### src/logic/svlch_consts.svh
// Constants of the servo link command handshake: offsets, fields, codes.
// Assumes a 32-bit APB master with byte addresses on paddr[7:0].
// Function
// - request bit high selects automatic, low manual
// - pause edge in automatic holds remaining distance
// - second pause edge while held resumes motion
// - start requests ignored while temporarily stopped
// - leaving automatic while held discards remaining distance
// - pause ignored during home return or jog
// - monitor request loads replies, raises monitor valid
// - replies refresh every cycle while valid
// - single layout: monitor one into word zero
// - single layout: monitor two, answer code follow
// - dual layout: monitor one low half word zero
// - dual layout: high half word one, answer two
// - dual layout: monitor two low half word five
// - dual layout: monitor two high half word six
// - instruction request runs code in command word two
// - on finish answer to word two, set done
`ifndef SVLCH_CONSTS_SVH
`define SVLCH_CONSTS_SVH
`define SVLCH_OFS_CTRL   8'h00
`define SVLCH_OFS_CMD0   8'h04
`define SVLCH_OFS_CMD1   8'h08
`define SVLCH_OFS_CMD2   8'h0C
`define SVLCH_OFS_STAT   8'h10
`define SVLCH_OFS_RPL0   8'h20
`define SVLCH_RPL_WORDS  7
`define SVLCH_B_AUTO     0
`define SVLCH_B_PAUSE    1
`define SVLCH_B_FWD      2
`define SVLCH_B_REV      3
`define SVLCH_B_MONREQ   4
`define SVLCH_B_INSREQ   5
`define SVLCH_B_DUAL     6
`define SVLCH_CTRL_W     7
`define SVLCH_ANS_OK     16'h0000
`define SVLCH_ANS_ERR    16'h0001
`define SVLCH_SEL_LIMIT  16'h0040
`endif

### src/logic/svlch_pkg.sv
// Types of the servo link command handshake.
// Assumes nothing beyond the constants header.
`default_nettype none
package svlch_pkg;
    typedef enum logic [1:0] {
        ST_MANUAL = 2'b00,
        ST_AUTO   = 2'b01,
        ST_HOLD   = 2'b10
    } svlch_state_t;
endpackage : svlch_pkg
`default_nettype wire

### src/logic/svlch_core.sv
// Command interpreter: APB registers, mode and pause control,
// monitor and instruction handshakes with reply words.
// Assumes motion core and monitor sources run on pclk.
`include "svlch_consts.svh"
`default_nettype none
module svlch_core (
    input  wire logic        pclk,            // Bus clock 100 MHz
    input  wire logic        presetn,         // Async reset, low
    input  wire logic        psel,            // APB select
    input  wire logic        penable,         // APB enable
    input  wire logic        pwrite,          // APB direction
    input  wire logic [7:0]  paddr,           // APB byte address
    input  wire logic [31:0] pwdata,          // APB write data
    output logic      [31:0] prdata,          // APB read data
    output logic             pready,          // APB ready
    output logic             pslverr,         // APB error
    input  wire logic        move_active,     // Positioning running
    input  wire logic        home_jog_active, // Home return or jog
    input  wire logic [31:0] mon_val1,        // Value for selector 1
    input  wire logic [31:0] mon_val2,        // Value for selector 2
    input  wire logic        instr_finish,    // Instruction finished
    input  wire logic [15:0] instr_answer,    // Its answer code
    output logic             auto_mode,       // Automatic mode
    output logic             hold,            // Temporary stop
    output logic             start_fwd,       // Forward start pulse
    output logic             start_rev,       // Reverse start pulse
    output logic             discard,         // Erase remaining pulse
    output logic             resume,          // Restart pulse
    output logic      [15:0] mon_sel1,        // Monitor 1 selector
    output logic      [15:0] mon_sel2,        // Monitor 2 selector
    output logic      [15:0] instr_code,      // Instruction code
    output logic             instr_start,     // Instruction pulse
    output logic             monitor_valid,   // Monitor flag
    output logic             instruction_done // Instruction flag
);
    logic [`SVLCH_CTRL_W-1:0] ctrl_r, ctrl_nxt, prev_r;
    logic [15:0]  cmd_r [3];
    logic [15:0]  cmd_nxt [3];
    logic [31:0]  prdata_r, prdata_nxt;
    logic         pready_r, pready_nxt, pslverr_r, pslverr_nxt;
    logic [`SVLCH_CTRL_W-1:0] rise;
    logic         wr_acc, dual;

    assign wr_acc = psel & penable & pready_r & pwrite;
    assign rise   = ctrl_r & ~prev_r;
    assign dual   = ctrl_r[`SVLCH_B_DUAL];

    // Replies and status are read below; decode at setup phase.
    logic [15:0]  rpl_r [`SVLCH_RPL_WORDS];
    logic [15:0]  rpl_nxt [`SVLCH_RPL_WORDS];
    logic [4:0]   stat;
    svlch_pkg::svlch_state_t st_r, st_nxt;
    logic         mv_r, mv_nxt, done_r, done_nxt, busy_r, busy_nxt;

    always_comb begin
        logic [3:0] idx;
        idx         = 4'h0;
        ctrl_nxt    = ctrl_r;
        cmd_nxt     = cmd_r;
        prdata_nxt  = 32'h0000_0000;
        pslverr_nxt = 1'b0;
        pready_nxt  = psel & ~penable;
        if (psel & ~penable) begin
            idx = paddr[5:2] - 4'h8;
            unique case (paddr)
                `SVLCH_OFS_CTRL: prdata_nxt = {25'h0, ctrl_r};
                `SVLCH_OFS_CMD0: prdata_nxt = {16'h0, cmd_r[0]};
                `SVLCH_OFS_CMD1: prdata_nxt = {16'h0, cmd_r[1]};
                `SVLCH_OFS_CMD2: prdata_nxt = {16'h0, cmd_r[2]};
                `SVLCH_OFS_STAT: prdata_nxt = {27'h0, stat};
                default: begin
                    // Upper address bits must be zero, or the access gets an error
                    if (paddr >= `SVLCH_OFS_RPL0 && paddr[1:0] == 2'h0
                        && paddr[7:6] == 2'h0
                        && idx < 4'(`SVLCH_RPL_WORDS) && !pwrite)
                        prdata_nxt = {16'h0, rpl_r[idx[2:0]]};
                    else
                        pslverr_nxt = 1'b1;
                end
            endcase
            if (pwrite && paddr == `SVLCH_OFS_STAT)
                pslverr_nxt = 1'b1;
        end
        if (wr_acc) begin
            unique case (paddr)
                `SVLCH_OFS_CTRL:
                    ctrl_nxt = pwdata[`SVLCH_CTRL_W-1:0];
                `SVLCH_OFS_CMD0: cmd_nxt[0] = pwdata[15:0];
                `SVLCH_OFS_CMD1: cmd_nxt[1] = pwdata[15:0];
                `SVLCH_OFS_CMD2: cmd_nxt[2] = pwdata[15:0];
                default: ;
            endcase
        end
    end

    always_ff @(posedge pclk or negedge presetn) begin
        if (!presetn) begin
            ctrl_r    <= '0;
            prev_r    <= '0;
            cmd_r     <= '{16'h0000, 16'h0000, 16'h0000};
            prdata_r  <= 32'h0000_0000;
            pready_r  <= 1'b0;
            pslverr_r <= 1'b0;
        end else begin
            ctrl_r    <= ctrl_nxt;
            prev_r    <= ctrl_r;
            cmd_r     <= cmd_nxt;
            prdata_r  <= prdata_nxt;
            pready_r  <= pready_nxt;
            pslverr_r <= pslverr_nxt;
        end
    end

    // Mode and temporary stop
    logic fwd_nxt, rev_nxt, disc_nxt, res_nxt;
    logic fwd_r, rev_r, disc_r, res_r;
    logic auto_r, hold_r, auto_nxt, hold_nxt;
    always_comb begin
        st_nxt   = st_r;
        disc_nxt = 1'b0;
        res_nxt  = 1'b0;
        unique case (st_r)
            svlch_pkg::ST_MANUAL:
                if (ctrl_r[`SVLCH_B_AUTO])
                    st_nxt = svlch_pkg::ST_AUTO;
            svlch_pkg::ST_AUTO:
                if (!ctrl_r[`SVLCH_B_AUTO])
                    st_nxt = svlch_pkg::ST_MANUAL;
                else if (rise[`SVLCH_B_PAUSE] && !home_jog_active
                         && move_active)
                    st_nxt = svlch_pkg::ST_HOLD;
            svlch_pkg::ST_HOLD:
                if (!ctrl_r[`SVLCH_B_AUTO]) begin
                    st_nxt   = svlch_pkg::ST_MANUAL;
                    disc_nxt = 1'b1;
                end else if (rise[`SVLCH_B_PAUSE]
                             && !home_jog_active) begin
                    st_nxt  = svlch_pkg::ST_AUTO;
                    res_nxt = 1'b1;
                end
            default: st_nxt = svlch_pkg::ST_MANUAL;
        endcase
        // Starts are dropped, not deferred, during a hold
        fwd_nxt = rise[`SVLCH_B_FWD] && st_r != svlch_pkg::ST_HOLD;
        rev_nxt = rise[`SVLCH_B_REV] && st_r != svlch_pkg::ST_HOLD;
        // Flags taken from the next state, so outputs leave a flop
        auto_nxt = st_nxt != svlch_pkg::ST_MANUAL;
        hold_nxt = st_nxt == svlch_pkg::ST_HOLD;
    end

    always_ff @(posedge pclk or negedge presetn) begin
        if (!presetn) begin
            st_r   <= svlch_pkg::ST_MANUAL;
            fwd_r  <= 1'b0;
            rev_r  <= 1'b0;
            disc_r <= 1'b0;
            res_r  <= 1'b0;
            auto_r <= 1'b0;
            hold_r <= 1'b0;
        end else begin
            st_r   <= st_nxt;
            fwd_r  <= fwd_nxt;
            rev_r  <= rev_nxt;
            disc_r <= disc_nxt;
            res_r  <= res_nxt;
            auto_r <= auto_nxt;
            hold_r <= hold_nxt;
        end
    end

    // Monitor and instruction handshakes
    logic [15:0] sel2_r, sel2_nxt, mon_ans;
    logic        ist_r, ist_nxt;
    always_comb begin
        sel2_nxt = dual ? cmd_r[2] : cmd_r[1];
        mon_ans  = (cmd_r[0] >= `SVLCH_SEL_LIMIT
                    || sel2_r >= `SVLCH_SEL_LIMIT)
                   ? `SVLCH_ANS_ERR : `SVLCH_ANS_OK;
        rpl_nxt  = rpl_r;
        mv_nxt   = mv_r;
        if (rise[`SVLCH_B_MONREQ]) mv_nxt = 1'b1;
        else if (!ctrl_r[`SVLCH_B_MONREQ]) mv_nxt = 1'b0;
        if (mv_nxt) begin
            if (!dual) begin
                rpl_nxt[0] = mon_val1[15:0];
                rpl_nxt[1] = mon_val2[15:0];
            end else begin
                rpl_nxt[0] = mon_val1[15:0];
                rpl_nxt[1] = mon_val1[31:16];
                rpl_nxt[5] = mon_val2[15:0];
                rpl_nxt[6] = mon_val2[31:16];
            end
            rpl_nxt[2] = mon_ans;
        end
        ist_nxt  = rise[`SVLCH_B_INSREQ] && !busy_r;
        busy_nxt = busy_r | ist_nxt;
        done_nxt = done_r;
        if (!ctrl_r[`SVLCH_B_INSREQ]) done_nxt = 1'b0;
        // Finish outranks the clear and the monitor answer
        if (busy_r && instr_finish) begin
            busy_nxt   = 1'b0;
            done_nxt   = 1'b1;
            rpl_nxt[2] = instr_answer;
        end
    end

    always_ff @(posedge pclk or negedge presetn) begin
        if (!presetn) begin
            rpl_r  <= '{default: 16'h0000};
            mv_r   <= 1'b0;
            done_r <= 1'b0;
            busy_r <= 1'b0;
            ist_r  <= 1'b0;
            sel2_r <= 16'h0000;
        end else begin
            rpl_r  <= rpl_nxt;
            mv_r   <= mv_nxt;
            done_r <= done_nxt;
            busy_r <= busy_nxt;
            ist_r  <= ist_nxt;
            sel2_r <= sel2_nxt;
        end
    end

    assign stat = {busy_r, done_r, mv_r, hold_r, auto_r};

    assign prdata           = prdata_r;
    assign pready           = pready_r;
    assign pslverr          = pslverr_r;
    assign auto_mode        = auto_r;
    assign hold             = hold_r;
    assign start_fwd        = fwd_r;
    assign start_rev        = rev_r;
    assign discard          = disc_r;
    assign resume           = res_r;
    assign mon_sel1         = cmd_r[0];
    assign mon_sel2         = sel2_r;
    assign instr_code       = cmd_r[2];
    assign instr_start      = ist_r;
    assign monitor_valid    = mv_r;
    assign instruction_done = done_r;
endmodule : svlch_core
`default_nettype wire

### config.mk
export PLATFORM = sky130hd
export DESIGN_NAME = svlch_core
export DESIGN_NICKNAME = d
export VERILOG_FILES = /design/src/logic/svlch_pkg.sv /design/src/logic/svlch_core.sv
export VERILOG_INCLUDE_DIRS = /design/src /design/src/logic
export SDC_FILE = /design/constraint.sdc
export NUM_CORES = 1
export LEC_CHECK = 0
export ABC_AREA = 1
export BUFFER_PORTS_ARGS = -buffer_cell sky130_fd_sc_hd__buf_2
export CAP_MARGIN = 20
export CORE_ASPECT_RATIO = 0.8
export CORE_MARGIN = 2
export CORE_UTILIZATION = 58
export DETAILED_ROUTE_END_ITERATION = 8
export HOLD_SLACK_MARGIN = 0.06
export PLACE_DENSITY = 0.86
export SKIP_CTS_REPAIR_TIMING = 1
export SYNTH_ARGS = -nofsm -noshare
export SYNTH_HDL_FRONTEND = slang
export SYNTH_SLANG_ARGS = --single-unit
### constraint.sdc
create_clock -name pclk -period 4.7 [get_ports pclk]
set_clock_uncertainty 0.2 [all_clocks]
set_input_delay 0.47 -clock pclk [delete_from_list [all_inputs] [get_ports pclk]]
set_output_delay 0.47 -clock pclk [all_outputs]
set_load 0.02 [all_outputs]
Yosys cells after proc, flatten, opt, wreduce, memory -nomap -nowiden:

Cells that the tools add are included.

* $add $sub $neg: 1
* order comparisons: 5
* equality and inequality tests: 9
* muxes and demuxes: 31
* bitwise gates (word level): 9
* reductions and logical operators: 27

Operators with widths (count)
* 2-to-1 mux 16 bit: 7
* one-hot mux 16 bit (5 select lines): 1
* binary-select mux 16 bit (select 3 bit): 1
* >= comparator 16 x 7 -> 1 bit (second input constant): 2
* 2-to-1 mux 32 bit: 1
* equality test 8 x 4 -> 1 bit (second input constant): 2
* 2-to-1 mux 1 bit: 15
* logical AND 1 bit: 11
* 2-to-1 mux 2 bit: 5
* AND reduction 2 bit: 5
* equality test 8 x 3 -> 1 bit (second input constant): 1
* equality test 8 x 5 -> 1 bit (second input constant): 1
* >= comparator 8 x 6 -> 1 bit (second input constant): 1
* zero test 8 bit: 1
* AND 6 bit: 1
* zero test 2 bit: 3
* NOT 6 bit: 1
* one-hot mux 2 bit (3 select lines): 1
* OR reduction 5 bit: 1
* AND 1 bit: 4
* equality test 2 bit (second input constant): 2
* >= comparator 4 bit (second input constant): 1
* < comparator 4 x 3 -> 1 bit (second input constant): 1
* NOT 3 -> 4 bit: 1
* other kinds (9): 12

* bits in registers: 203
* input bits: 128
* output and inout bits: 91
* logic and storage cells: 107

Logic depth before layout (Yosys ltp):

* depth after elaboration: 9
* mapped depth: 12
* mapped depth without buffers: 10

Worst setup path before layout:

OpenSTA, ideal clock, no wires.

* kind: reg-to-reg
* from: register mv_r (netlist: monitor_valid)
* to: register rpl_r[10] in the netlist's numbering
* arrival time: 1.438 ns
* data required time: 4.375 ns
* setup slack: 2.937 ns
* stages on the path, launching flop included: 6
* path buffers: 1
* clock period less this slack: 1.763 ns
* path through: dfrtp_1 > o21ai_0 > inv_1 > nand2_1 > buf_2 > mux2_2

* cells in the longest elaborated chain, start to end: 3

RTL lines
* from (decl): RTL line svlch_core.sv:53 `logic mv_r, mv_nxt, done_r, done_nxt, busy_r, busy_nxt;`
* from (signal assigned): RTL line svlch_core.sv:217 `mv_r <= mv_nxt;`
* 2-to-1 mux 1 bit: RTL line svlch_core.sv:182 `` else if (!ctrl_r[`SVLCH_B_MONREQ]) mv_nxt = 1'b0; ``
* 2-to-1 mux 1 bit: RTL line svlch_core.sv:181 `` if (rise[`SVLCH_B_MONREQ]) mv_nxt = 1'b1; ``
* AND reduction 2 bit (no source line)
* to (signal assigned): RTL line svlch_core.sv:216 `rpl_r <= rpl_nxt;`
* to (decl): RTL line svlch_core.sv:49 `` logic [15:0] rpl_r [`SVLCH_RPL_WORDS]; ``

Every way passes these cells.
A chain may end at the register's enable or synchronous reset.

Worst setup path in the final report:

* from: register mv_r (netlist: monitor_valid)
* to: register rpl_r[6] in the netlist's numbering

The elaborated chain is that of the path after synthesis.

==> reports/summary.txt <==
Slew @ Worst Pin = 0.939 ns
#FFs+latches synth = 186
FF-to-FF End = rpl_r[6]
Syn Std Cell Area = 9240 um^2
post-synth top area cell = dfrtp_1
CTS buffer count = 17
unrepaired setup endpoints after global routing = no
Pleak = 0.00577 uW
Slowest-stage cell, CP = nand2_1
WHS Path Cells = 3
Synth Area in Simple Gates = 23.9%
clk root buf = clkbuf_16
largest net degree at the start of global routing = 115
crit-path most repeated cell = buf_4
Sink Count = 186
status = completed
gp weighted congestion = 0.895
Die X = 145 um
area delta synth->final = 15.0%
Initial DRT Pass Iterations = 7
crit path kind = flop to flop
Fill cells = 1287
# rows = 41
Tmin final = 2.76 ns
H-tree Lvls = 4
MaxCap Viol Count = 0
Max rail drop VDD = 0.000276 V
area of the die = 17000 um^2
CTS tree = yes
Setup crit start kind = flop
violation count after the first detailed-route iteration = 847
initial antenna violation count = 2
Synth Area in XOR/XNOR = 0%
hold endpoint = rpl_r[73]
synth top area cells = dfrtp_1 (50%), nand2_1 (13%), o21ai_0 (6.8%)
Bufs on Longest Clock Path = 2
Fin. Hold Viols = 0
post-synthesis mux area share = 2.44%
Sum Neg Setup Slack = 0 ns
Die Y = 117 um
peak fanout along the critical path = 66
Worst setup EP type = flop
via count = 7959
global route overflow = 0
port buffer count = 186
worst relative slew slack = 37.2%
maximum clock rate = 362 MHz
layout cells sized above 1 = 23.4%
final setup violation count = 0
Syn Inst Count = 1147
fin area = 10600 um^2
RR Startpoint = monitor_valid
crit-path cells = o21ai_0 > inv_1 > buf_4 > nand2_1 > buf_4 > mux2_2
Initial Util = 58.9%
Critical Path RT = 4.82 ns
Worst path max stage delay = 0.59 ns
nets = 1414
hold_sp = instr_answer[9]
post-DR vias/cell = 5.25
Yosys top cell area share = 50.4%
reg2reg setup slack = 1.94 ns
clk_lat worst skew = 0.44 ns
Final ANT Viol Nets = 0
largest family of logic cells by synthesized area = simple AND/OR/NAND/NOR gates
Post-route DRC = 0
Seq/Total Area, Yosys = 50.4%
Final Cycle Share = 58.7%
DR WL/cell = 15.7 um
number of global-route vias before repair = 7224
Tot GR Track Use = 28.5%
cell count of the worst reg-to-reg path = 6
worst hold-check path type = input pin to flop
global-route wire length before repair = 37.1 mm
library cells used by synthesis = 33
Total Wirelength = 23.8 mm
Area after DPL = 9900 um^2
IO Count = 219
Core Box Area = 15700 um^2
adder-cell share of the synthesized area = 0%
Final HPWL DP = 16.8 mm
pins over their slew limit = 0
area fraction in compound gates after synthesis = 10.4%
total power divided by cell area = 327 nW/um^2
Worst-path clk slew = 0.07 ns
Post-Syn Area per Cell = 8.06 um^2
crit path DAT = 2.88 ns
yosys warns = 0
==> stage by stage <==
step	total power [uW]	worst slack, ns	instances	hold slack [ns]	utilization, %
4_1_cts	3470	2.01	1501	0.0283	66.8
3_3_place_gp	2060	2.03	1469	0.182	63.0
3_5_place_dp	2070	2.00	1469	0.189	63.0
6_report	3480	1.94	1515	0.0365	67.7
5_1_grt	3610	1.79	1514	0.0618	67.7
2_1_floorplan	1940	2.94	1162	-0.0256	-
==> flip-flops by register name (all words and copies together) (netlist names), 2 cells and up <==
signal,flops
prdata,16
mon_sel2,16
ctrl_r,7
st_r,2
mon_sel1,16
cmd_r,16
rpl_r,80
prev_r,5
instr_code,16
==> per-layer routing <==
metal	share of wire, %	GRT usage (%)	up-vias
met2	43	42.3	373
met5	0.10	0	-
met1	44	40.1	3718
li1	-	-	3800
met4	3.1	11.4	4
met3	8.9	8.41	64
==> worst max-delay path, delay by kind of cell (launching register included) <==
kind / cells / cell delay, ns
AOI/OAI and AO/OA: 1 / 0.36
buffers and inverters: 3 / 0.72
DFF: 1 / 0.40
muxes: 1 / 0.35
and+or+nand+nor: 1 / 0.59
==> worst max path at each step <==
| stage | from | to | slack (ns) | cells after the start |
|---|---|---|---|---|
| 2_1_floorplan | monitor_valid | rpl_r[10] | 2.94 | 5 |
| 3_3_place_gp | paddr[3] | mon_sel1[13] | 2.03 | 7 |
| 3_5_place_dp | paddr[3] | prdata[2] | 2.00 | 10 |
| 4_1_cts | monitor_valid | rpl_r[14] | 2.01 | 6 |
| 5_1_grt | ctrl_r[4] | rpl_r[13] | 1.79 | 6 |
| 6_report | monitor_valid | rpl_r[6] | 1.94 | 6 |
==> Yosys cell counts <==
cell	number
buf_2	14
nor2_1	107
conb_1	1
nor2_2	2
a31o_2	1
a21boi_0	2
clkinv_2	1
nand2_1	308
mux2_2	20
buf_1	2
nand4_1	6
buf_4	54
clkbuf_2	1
inv_1	133
o22ai_1	3
clkinv_1	3
dfrtp_1	186
nor2_4	7
nand3_1	63
nor4_1	1
o21ai_1	28
o21ai_0	125
nor3_4	1
o21ai_2	16
a21oi_1	2
nand2_8	1
nand3_2	2
nand2_2	22
clkbuf_1	22
inv_2	3
nor3_1	1
inv_4	1
buf_6	8
==> cell usage in the layout, fill, tap and decap left out, types with 2 or more instances in the layout <==
| cell | n |
|---|---|
| inv_6 | 3 |
| clkbuf_16 | 17 |
| inv_1 | 133 |
| nor2_4 | 7 |
| nand2_1 | 308 |
| dfrtp_1 | 186 |
| nor2_2 | 2 |
| clkinv_4 | 3 |
| nand3_1 | 63 |
| nand4_1 | 6 |
| o21ai_0 | 125 |
| o21ai_1 | 28 |
| clkinv_2 | 3 |
| nand2_2 | 22 |
| conb_1 | 16 |
| o21ai_2 | 16 |
| dlygate4sd3_1 | 11 |
| nor2_1 | 107 |
| inv_2 | 3 |
| o22ai_1 | 3 |
| nand3_2 | 2 |
| clkbuf_8 | 3 |
| mux2_2 | 20 |
| a21boi_0 | 2 |
| buf_2 | 185 |
| clkinv_1 | 3 |
| a21oi_1 | 2 |
| buf_4 | 8 |
| clkinvlp_4 | 3 |
==> where the power goes <==
part,internal [uW],switching (uW)
sequential,1690,30.7
combinational,115,231
clock,778,632
total,2580,894
==> area by class of cell <==
type	count	area [um^2]	share of cell area [%]
antenna	1	2.50	0.0235
clock buffer	20	467	4.39
clock inverter	12	115	1.08
inverter	141	533	5.02
multi-input combinational	734	3450	32.5
sequential	186	4650	43.8
tap	215	269	2.53
timing repair buffer	206	1130	10.7
==> logic make-up after synthesis <==
| family | Yosys count |
|---|---|
| compound gates | 177 |
| buf+inv | 242 |
| flops | 186 |
| mux | 20 |
| other cells | 1 |
| simple gates | 521 |
Power figures use the tool's default switching activity.
